### config.mk
export PLATFORM = sky130hd
export DESIGN_NAME = cfdr_top
export DESIGN_NICKNAME = d
export VERILOG_FILES = /design/src/hdl/cfdr_pkg.sv /design/src/hdl/cfdr_top.sv /design/src/hdl/cfdr_act_mon.sv
export SDC_FILE = /design/constraint.sdc
export NUM_CORES = 1
export LEC_CHECK = 0
export BUFFER_PORTS_ARGS = -buffer_cell sky130_fd_sc_hd__buf_4
export CAP_MARGIN = 20
export CORE_MARGIN = 2
export CORE_UTILIZATION = 30
export DETAILED_ROUTE_END_ITERATION = 8
export GPL_ROUTABILITY_DRIVEN = 0
export PLACE_DENSITY = 0.53
export SYNTH_ARGS = -nofsm -noshare
export SYNTH_HDL_FRONTEND = slang
export SYNTH_SLANG_ARGS = --single-unit
### constraint.sdc
create_clock -name mclk_i -period 1.85 [get_ports mclk_i]
set_input_delay 0.0925 -clock mclk_i [delete_from_list [all_inputs] [get_ports mclk_i]]
set_output_delay 0.0925 -clock mclk_i [all_outputs]
set_load 0.02 [all_outputs]
### src/hdl/cfdr_pkg.sv
// Package for the clock failure detect and recovery block.
// Holds register offsets, field positions, reset values, source codes and timing.
package cfdr_pkg;

    // Register byte offsets on the APB port
    localparam logic [7:0] CFDR_CTRL_OFS = 8'h00;
    localparam logic [7:0] CFDR_STAT_OFS = 8'h04;
    localparam logic [7:0] CFDR_MASK_OFS = 8'h08;

    // Control register fields
    localparam int CFDR_CTRL_IPO_EN_BIT = 0;
    localparam int CFDR_CTRL_WDT_OSC_EN_BIT = 1;
    localparam int CFDR_CTRL_PRI_DET_BIT = 2;
    localparam int CFDR_CTRL_WDT_DET_BIT = 3;
    localparam int CFDR_CTRL_SEL_LSB = 4;
    localparam int CFDR_CTRL_SEL_W = 2;
    localparam logic [31:0] CFDR_CTRL_RESET = 32'h0000_0003;

    // Status and mask register fields
    localparam int CFDR_STAT_PRI_FAIL_BIT = 0;
    localparam int CFDR_STAT_WDT_FAIL_BIT = 1;
    localparam int CFDR_STAT_RECOV_BIT = 2;
    localparam int CFDR_STAT_WDT_DEAD_BIT = 3;
    localparam int CFDR_STAT_EFF_SEL_LSB = 4;
    localparam int CFDR_EVT_W = 2;
    localparam logic [1:0] CFDR_MASK_RESET = 2'h0;

    // System clock sources
    typedef enum logic [1:0] {
        CFDR_SRC_IPO = 2'h0,
        CFDR_SRC_XTAL = 2'h1,
        CFDR_SRC_EXT = 2'h2,
        CFDR_SRC_WDT = 2'h3
    } cfdr_src_e;

    // Clock supervision states
    typedef enum logic [1:0] {
        CFDR_ST_NORMAL = 2'b01,
        CFDR_ST_RECOVERED = 2'b10
    } cfdr_state_e;

    // Failure threshold: a source slower than 1 kHz counts as failed
    localparam int CFDR_FAIL_PERIOD_NS = 1000000;
    localparam int CFDR_MCLK_PERIOD_NS = 10;
    localparam int CFDR_FAIL_CYCLES = CFDR_FAIL_PERIOD_NS / CFDR_MCLK_PERIOD_NS;

endpackage

### src/hdl/cfdr_top.sv
// Clock failure detection and recovery with an APB register port.
// Assumes oscillator activity inputs are sampled levels synchronous to mclk_i.
//
// What this block and the software driving it do
// Software disables both failure detectors before changing clock source.
// Detection may be re-enabled any time after a source select write.
// Internal precision oscillator runs from reset with no software action.
// Source changes never stop the internal precision oscillator.
// Primary oscillator failure raises a non-maskable event to the CPU.
// Primary failure substitutes the watchdog oscillator automatically.
// No substitution when the watchdog oscillator is disabled.
// No substitution when the watchdog oscillator is already selected.
// CPU keeps running on the slower substitute clock after recovery.
// Recovery needs only the watchdog oscillator, not its reset function.
// Primary failure flagged when system clock drops below about 1 kHz.
// Software leaves primary detection off for very slow external clocks.
// Watchdog oscillator failure raises an event but switches nothing.
// After watchdog oscillator failure primary failures are no longer detected.
// Software clears watchdog detection when that oscillator is selected or off.
// Each failure sets a sticky readable flag until software clears it.
`timescale 1ns/10ps
`default_nettype none

module cfdr_top #(
    parameter int FAIL_CYCLES = cfdr_pkg::CFDR_FAIL_CYCLES
) (
    input wire logic mclk_i,
    input wire logic rst_i,
    input wire logic psel_i,
    input wire logic penable_i,
    input wire logic pwrite_i,
    input wire logic [7:0] paddr_i,
    input wire logic [31:0] pwdata_i,
    output logic [31:0] prdata_o,
    output logic pready_o,
    output logic pslverr_o,
    input wire logic sys_clk_act_i,
    input wire logic wdt_osc_act_i,
    output logic irq_o,
    output logic primary_fail_nmi_o,
    output logic wdt_fail_nmi_o,
    output logic [cfdr_pkg::CFDR_CTRL_SEL_W-1:0] sys_clk_source_sel_o,
    output logic internal_precision_osc_en_o,
    output logic wdt_osc_en_o,
    output logic recovery_active_o
);
    import cfdr_pkg::*;

    if (FAIL_CYCLES < 2) begin
        $error("cfdr_top: FAIL_CYCLES must be at least 2");
    end

    // Control fields
    logic ipo_en;
    logic wdt_osc_en;
    logic primary_fail_detect_en;
    logic wdt_osc_fail_detect_en;
    logic [CFDR_CTRL_SEL_W-1:0] sys_clk_source_sel;
    logic [CFDR_EVT_W-1:0] stat;
    logic [CFDR_EVT_W-1:0] mask;
    logic wdt_dead;
    cfdr_state_e state;
    cfdr_state_e next_state;

    // APB decode: zero-wait, answer in the cycle after setup
    wire setup = psel_i && !penable_i;
    wire access = psel_i && penable_i && pready_o;
    wire hit_ctrl = (paddr_i == CFDR_CTRL_OFS);
    wire hit_stat = (paddr_i == CFDR_STAT_OFS);
    wire hit_mask = (paddr_i == CFDR_MASK_OFS);
    wire hit_any = hit_ctrl || hit_stat || hit_mask;
    wire ctrl_wr = access && pwrite_i && hit_ctrl && !pslverr_o;
    wire stat_wr = access && pwrite_i && hit_stat && !pslverr_o;
    wire mask_wr = access && pwrite_i && hit_mask && !pslverr_o;

    wire [CFDR_EVT_W-1:0] stat_clr = stat_wr ? pwdata_i[CFDR_EVT_W-1:0] : '0;
    wire [CFDR_CTRL_SEL_W-1:0] wr_sel = pwdata_i[CFDR_CTRL_SEL_LSB +: CFDR_CTRL_SEL_W];

    // Detector enables: watchdog failure disables the primary detector for good
    wire pri_mon_en = primary_fail_detect_en && !wdt_dead && (state == CFDR_ST_NORMAL);
    wire wdt_mon_en = wdt_osc_fail_detect_en && wdt_osc_en
        && (sys_clk_source_sel != CFDR_SRC_WDT);
    wire pri_fail_evt;
    wire wdt_fail_evt;

    cfdr_act_mon #(
        .LIMIT(FAIL_CYCLES)
    ) u_pri_mon (
        .mclk_i(mclk_i),
        .rst_i(rst_i),
        .enable_i(pri_mon_en),
        .act_i(sys_clk_act_i),
        .fail_o(pri_fail_evt)
    );

    cfdr_act_mon #(
        .LIMIT(FAIL_CYCLES)
    ) u_wdt_mon (
        .mclk_i(mclk_i),
        .rst_i(rst_i),
        .enable_i(wdt_mon_en),
        .act_i(wdt_osc_act_i),
        .fail_o(wdt_fail_evt)
    );

    // Recovery only with the watchdog oscillator running and not already selected;
    // the watchdog reset function plays no part here
    wire can_recover = wdt_osc_en && (sys_clk_source_sel != CFDR_SRC_WDT);

    always_comb begin
        next_state = state;
        case (state)
            CFDR_ST_NORMAL: begin
                if (pri_fail_evt && can_recover) begin
                    next_state = CFDR_ST_RECOVERED;
                end
            end
            CFDR_ST_RECOVERED: begin
                // A new source select write hands the clock back to software
                if (ctrl_wr) begin
                    next_state = CFDR_ST_NORMAL;
                end
            end
            default: begin
                next_state = CFDR_ST_NORMAL;
            end
        endcase
    end

    wire [CFDR_CTRL_SEL_W-1:0] next_sel = ctrl_wr ? wr_sel : sys_clk_source_sel;
    wire [CFDR_CTRL_SEL_W-1:0] next_eff_sel =
        (next_state == CFDR_ST_RECOVERED) ? CFDR_SRC_WDT : next_sel;

    // Events set the sticky flags; a set wins over a clear in the same cycle
    wire [CFDR_EVT_W-1:0] evt = {wdt_fail_evt, pri_fail_evt};
    wire [CFDR_EVT_W-1:0] next_stat = evt | (stat & ~stat_clr);

    wire [31:0] ctrl_rd = {
        {(32 - CFDR_CTRL_SEL_LSB - CFDR_CTRL_SEL_W){1'b0}},
        sys_clk_source_sel,
        wdt_osc_fail_detect_en,
        primary_fail_detect_en,
        wdt_osc_en,
        ipo_en
    };
    wire [31:0] stat_rd = {
        {(32 - CFDR_STAT_EFF_SEL_LSB - CFDR_CTRL_SEL_W){1'b0}},
        sys_clk_source_sel_o,
        wdt_dead,
        (state == CFDR_ST_RECOVERED),
        stat
    };
    wire [31:0] mask_rd = {{(32 - CFDR_EVT_W){1'b0}}, mask};
    wire [31:0] rd_mux = hit_ctrl ? ctrl_rd :
        hit_stat ? stat_rd :
        hit_mask ? mask_rd : 32'h0000_0000;

    // Bus slave
    always_ff @(posedge mclk_i) begin
        if (rst_i) begin
            pready_o <= 1'b0;
            pslverr_o <= 1'b0;
            prdata_o <= 32'h0000_0000;
        end else begin
            pready_o <= setup;
            pslverr_o <= setup && !hit_any;
            prdata_o <= (setup && !pwrite_i) ? rd_mux : 32'h0000_0000;
        end
    end

    // Control register; the precision oscillator enable changes only by a write
    always_ff @(posedge mclk_i) begin
        if (rst_i) begin
            ipo_en <= CFDR_CTRL_RESET[CFDR_CTRL_IPO_EN_BIT];
            wdt_osc_en <= CFDR_CTRL_RESET[CFDR_CTRL_WDT_OSC_EN_BIT];
            primary_fail_detect_en <= CFDR_CTRL_RESET[CFDR_CTRL_PRI_DET_BIT];
            wdt_osc_fail_detect_en <= CFDR_CTRL_RESET[CFDR_CTRL_WDT_DET_BIT];
            sys_clk_source_sel <= CFDR_SRC_IPO;
        end else if (ctrl_wr) begin
            ipo_en <= pwdata_i[CFDR_CTRL_IPO_EN_BIT];
            wdt_osc_en <= pwdata_i[CFDR_CTRL_WDT_OSC_EN_BIT];
            primary_fail_detect_en <= pwdata_i[CFDR_CTRL_PRI_DET_BIT];
            wdt_osc_fail_detect_en <= pwdata_i[CFDR_CTRL_WDT_DET_BIT];
            sys_clk_source_sel <= wr_sel;
        end
    end

    // Supervision state, flags and outputs
    always_ff @(posedge mclk_i) begin
        if (rst_i) begin
            state <= CFDR_ST_NORMAL;
            stat <= '0;
            mask <= CFDR_MASK_RESET;
            wdt_dead <= 1'b0;
            irq_o <= 1'b0;
            primary_fail_nmi_o <= 1'b0;
            wdt_fail_nmi_o <= 1'b0;
            sys_clk_source_sel_o <= CFDR_SRC_IPO;
            internal_precision_osc_en_o <= 1'b1;
            wdt_osc_en_o <= 1'b1;
            recovery_active_o <= 1'b0;
        end else begin
            state <= next_state;
            stat <= next_stat;
            if (mask_wr) begin
                mask <= pwdata_i[CFDR_EVT_W-1:0];
            end
            wdt_dead <= wdt_dead || wdt_fail_evt;
            irq_o <= |(next_stat & (mask_wr ? pwdata_i[CFDR_EVT_W-1:0] : mask));
            primary_fail_nmi_o <= pri_fail_evt;
            wdt_fail_nmi_o <= wdt_fail_evt;
            sys_clk_source_sel_o <= next_eff_sel;
            internal_precision_osc_en_o <= ctrl_wr ? pwdata_i[CFDR_CTRL_IPO_EN_BIT] : ipo_en;
            wdt_osc_en_o <= ctrl_wr ? pwdata_i[CFDR_CTRL_WDT_OSC_EN_BIT] : wdt_osc_en;
            recovery_active_o <= (next_state == CFDR_ST_RECOVERED);
        end
    end
endmodule

`default_nettype wire

### src/hdl/cfdr_act_mon.sv
// Activity monitor: flags a source whose sampled level stops toggling.
// Assumes act_i is already synchronous to mclk_i.
`timescale 1ns/10ps
`default_nettype none

module cfdr_act_mon #(
    parameter int LIMIT = 100000
) (
    input wire logic mclk_i,
    input wire logic rst_i,
    input wire logic enable_i,
    input wire logic act_i,
    output logic fail_o
);
    import cfdr_pkg::*;

    localparam int CW = $clog2(LIMIT + 1);
    localparam logic [CW-1:0] LAST = CW'(LIMIT - 1);

    // Refused at elaboration: a limit below 2 leaves no quiet period to count
    if (LIMIT < 2) begin
        $error("cfdr_act_mon: LIMIT must be at least 2");
    end

    logic act_q;
    logic [CW-1:0] cnt;
    logic fired;

    wire act_edge = act_i ^ act_q;
    // An edge in the last counted cycle still proves the source alive
    wire expire = enable_i && !fired && !act_edge && (cnt == LAST);

    // Any edge restarts the count, so only a full quiet period fails
    always_ff @(posedge mclk_i) begin
        if (rst_i) begin
            act_q <= 1'b0;
            cnt <= '0;
            fired <= 1'b0;
            fail_o <= 1'b0;
        end else begin
            act_q <= act_i;
            fail_o <= expire;
            if (!enable_i || act_edge) begin
                cnt <= '0;
                fired <= 1'b0;
            end else if (expire) begin
                fired <= 1'b1;
            end else if (!fired) begin
                cnt <= cnt + CW'(1);
            end
        end
    end
endmodule

`default_nettype wire

# Word level (Yosys, flattened, before mapping)
# Cells that the tools add are included.
# word_totals
input_bits	47
wordCells	105
register_bits	93
output_inout_bits	42
# op_classes
n_eq_ne	8
mux	10
reduce_logical	48
addsub	2
bitwise_logic	11
# op_table
cell	n
$add 17x1->17 const B	2
$eq 17x17->1 const B	2
$logic_and 1x1->1	24
$mux 2	7
$mux 6	2
$logic_not 1->1	11
$eq 8x3->1 const B	1
$eq 8x4->1 const B	1
$logic_not 8->1	1
$reduce_or 2->1	4
$logic_or 1x1->1	5
$not 1->1	5
$and 2x2->2	2
$eq 2x2->1 const B	2
$pmux 2 s2	1
$reduce_and 2->1	2
$reduce_or 4->1	1
$eq 2x1->1 const B	1
$ne 2x2->1 const B	1
$not 2->2	1
$or 2x2->2	1
$xor 1x1->1	2

# Logic depth before layout (Yosys ltp)
# logic_depth
depth_word	11
depth_mapped	7
ltp_nobuf	7

# By module
# Synthesis repeated with hierarchy kept, for this count alone.
# unflattened
cells_unflattened	360
hier_area_um2	3300.7
# modules_own_cells
mod	instances	seq_area_each_um2	area_per_inst_um2	cells_per_inst
cfdr_act_mon	2	400.4	985.9	106
cfdr_top	1	540.5	1328.8	148

# Worst setup path before layout
# Ideal clock, no wire load.
# synth_timing
path_kind	register to register
startpoint	register, netlist name wdt_osc_en_o
endpoint	register u_wdt_mon.cnt[4]
period_less_slack_ps	1774
stages_incl_launch_ff	7
slack_ps	76
t_required_ps	1791
arrival_time_ps	1715
path_buffers	1
setup_ps	59
cell_sequence	dfxtp_1 -> a21boi_4 -> nand3_4 -> or2_0 -> buf_2 -> or4_1 -> nand2_1
# synth_rtl
element	line_no	rtl
end signal: assignment	cfdr_act_mon.sv:49	cnt <= cnt + CW'(1);
end: declaration	cfdr_act_mon.sv:26	logic [CW-1:0] cnt;

# Final worst setup path
# layout_timing
startpoint	input port sys_clk_act_i
endpoint	register u_pri_mon.cnt[8]
# layout_via
elab_chain_len	6
elab_cells_between_ends	8
classes_between	2 x bitwise; 6 x reduce/logical
# layout_lines
element	line_no	rtl
start: declaration	cfdr_top.sv:37	input wire logic sys_clk_act_i,
$xor 1x1->1 *	cfdr_act_mon.sv:29	wire act_edge = act_i ^ act_q;
$logic_not 1->1	cfdr_act_mon.sv:31	wire expire = enable_i && !fired && !act_edge && (cnt == LAST);
$logic_and 1x1->1 (2 in series)	cfdr_act_mon.sv:31	
$not 1->1 (no source line)	-	
$reduce_and 2->1 (no source line)	-	
end signal: assignment	cfdr_act_mon.sv:49	
end: declaration	cfdr_act_mon.sv:26	
# Mark *: on every way between the ends. The rest lies on a longest branch, timed or not.
# A chain may end at the register's enable or synchronous reset.

==> results_dict.tcl <==
set metrics [dict create \
    core_um2 10320 \
    drive_above_1_share_pct 20.28 \
    maxCapViolCount 0 \
    finalPower_w 0.003100 \
    async_flop_share_pct 0 \
    min_period_over_period_pct 95.02 \
    ant_nets 0 \
    crit_chain "dlygate4sd3_1 > buf_4 > xor2_1 > nor4b_4 > a21o_4 > or4_1 > a21oi_1" \
    cp-start-kind "input port" \
    clockPowerShare_pct 47.9 \
    p_sw_w 0.0006592 \
    netlist_area_um2 3192 \
    slowest_stage "dlygate4sd3_1" \
    whs_path_depth 3 \
    postSynthAreaPerCell_um2 8.842 \
    min_path_type "input port to register" \
    die_h_um 107.1 \
    intPower_w 0.002440 \
    rsz0062_at_grt "false" \
    hold_start "pwdata_i[3]" \
    clkSlewWorstSetupHoldPaths_ns 0.08 \
    ys_warn_count 0 \
    clock_latency_ns 0.34 \
    dieWidth_um 107.1 \
    fp.dieArea_um2 11480 \
    seqPwrFrac_pct 46.8 \
    layout.nets 475 \
    synth_commonest_cells "67 x dfxtp_1, 46 x nor2_1, 28 x nand2_1, 27 x buf_4, 19 x a21oi_1" \
    layout_setup_ws_ns 0.09216 \
    pre_cts_ws_ns 0.07488 \
    synth_edf_count 0 \
    yosysTopAreaCellShare_pct 42.02 \
    fp-row-count 37 \
    p_leak_nw 1.526 \
    area_growth_pct 24.54 \
    grt_pass1_vias 2563 \
    viasPerCell 4.526 \
    yosysUniqueCellTypes 49 \
    clock_sinks 67 \
    critPathLaunch "sys_clk_act_i" \
    antenna_found_initial 0 \
    gr-total-overflow 0 \
    clock_tree.buffer_depth 2 \
    drtIter0Drc 57 \
    slowest_delay_ns 0.54 \
    tns_ns 0 \
    port_buffers 36 \
    ir_drop_v 0.0003034 \
    dp.cells 543 \
    path_buf_inv 2 \
    endpoint_kind "register" \
    crit_arrival_ns 2.03 \
    syn_inst 361 \
    cp.required_ns 2.12 \
    synth.largest_area_cell "dfxtp_1" \
    grt_start_max_net_pins 23 \
    post_cts_buffers 0 \
    dp_hpwl_um 4975 \
    stdcell_count 565 \
    wire_per_inst_um 12.04 \
    ys.flop_type "dfxtp_1" \
    yosysMostFrequentCell "dfxtp_1" \
    grt_pass1_wl_um 11850 \
    yosysSeqAreaShare_pct 42.02 \
    status "completed" \
    fmax_ghz 0.5689 \
    hold_violations 0 \
    synth-seq-cells 67 \
    power_density_nw_per_um2 779.8 \
    fin_skew_ns 0.008537 \
    crit_family "buffers and inverters" \
    firstDrtPassIters 4 \
    p_sw_share_pct 21.27 \
    initial_core_util_pct 30.92 \
    cts_htree_levels 3 \
    worstSetupPathType "input port to register" \
    path_depth 7 \
    num_vias 2557 \
    setup_violations 0 \
    totalWireLength_um 6803 \
    rr_startpoint "state[1]" \
    fin_crit_ns 1.758 \
    numCtsBuffers 9 \
    comb_power_share_pct 5.2 \
    io_pins 89 \
    worst-path-max-fanout 8 \
    synthTopCellsByArea "dfxtp_1 42%, buf_4 6.4%, nor2_1 5.4%, xnor2_1 3.8%, mux2i_1 3.8%" \
    drc 0 \
    grt.total_usage_pct 12.89 \
    clock-root-buffer "clkbuf_8" \
    cts_tree "built" \
    final_max_slew_viol_count 0 \
    antennaDiodeCount 0 \
    reg2reg_depth 7 \
]
[repair_timing]
action / 4_1_cts / 5_1_grt
setup endpoints to repair: 0 / 8
hold buffers: 6 / 0
gates resized for setup: 0 / 7
hold endpoints to repair: 6 / 0
[cells in the final DEF (no fill, tap or decap), types with 4 or more instances in the layout]
master          n
dfxtp_1        66
buf_4          57
nor2_1         46
nand2_1        28
conb_1         26
a21oi_1        18
nand3_1        15
xnor2_1        14
o21ai_0        13
mux2i_1        12
clkbuf_8       10
inv_1           9
nor2b_1         8
nand4_1         8
xor2_1          7
and4_1          6
or3_1           6
or4_1           6
dlygate4sd3_1   6
and3_1          5
nor4b_1         5
nor3b_1         4
o31ai_1         4
nor3_1          4
ha_1            4
[state kept, by name, summed over array words and instances, names as in the netlist, 2 cells and up]
| register | count |
|---|---|
| u_pri_mon.cnt | 17 |
| sys_clk_source_sel | 2 |
| mask | 2 |
| stat | 2 |
| sys_clk_source_sel_o | 2 |
| state | 2 |
| prdata_o | 6 |
| u_wdt_mon.cnt | 17 |
[area by class of cell]
type	count	area, µm²
inverters	9	33.78
fillers	1063	6349
repair buffers	63	488.0
clock inverters	5	100.1
multi-input cells	274	1699
well taps	136	170.2
clock buffers	11	141.4
flip-flops and latches	67	1343
[cells by family (layout without fill, tap and decap cells)]
family                   Yosys count  count (layout)  synth area share, %
multiplexers                      12              12                3.763
adder cells (fa/ha/maj)            4               4                1.568
AND/OR/NAND/NOR                  163             163                28.58
AO/OA/AOI/OAI                     48              48                9.643
other                              1              26               0.1175
XOR/XNOR                          21              21                5.763
flip-flops                        67              67                42.02
buffers and inverters             45              88                8.545
[layer usage]
layer,routed length [µm],GRT usage (%),vias to the layer above
met2,3220,21.02,34
met4,80,5.102,0
met1,3302,16.09,1176
met3,199,3.526,6
met5,0,0,-
li1,-,-,1341
[path summary, 6_finish.rpt]
| path | slack (ns) | end |
|---|---|---|
| hold / removal | 0.02 | wdt_osc_fail_detect_en |
| hold reg to reg | 0.48 | primary_fail_detect_en |
| setup reg to reg | 0.10 | u_pri_mon.cnt[8] |
| setup / recovery | 0.09 | u_pri_mon.cnt[8] |
[per-stage QoR]
stage	util (%)	area [µm²]	hold WS, ns
after detailed placement	35.30	3645	0.3273
after floorplan	-	3286	0.2167
after global routing	38.50	3975	0.008290
after global placement	35.30	3645	0.3264
final	38.50	3975	0.02027
after CTS	38.23	3946	0.002813
[worst min-delay path, stage by stage]
cell     delay (ns)
buf_4          0.11
nand2_1        0.05
a21oi_1        0.06
[power groups by stage]
| stage | logic (W) | registers [W] | clock network (W) |
|---|---|---|---|
| after global placement | 0.000149 | 0.00149 | 0 |
| after CTS | 0.000161 | 0.00145 | 0.00154 |
| after detailed placement | 0.000150 | 0.00149 | 0 |
| after floorplan | 0.000132 | 0.00149 | 0 |
| final | 0.000162 | 0.00145 | 0.00149 |
| after global routing | 0.000178 | 0.00145 | 0.00160 |
No activity file was read; power rests on OpenSTA's default activity.
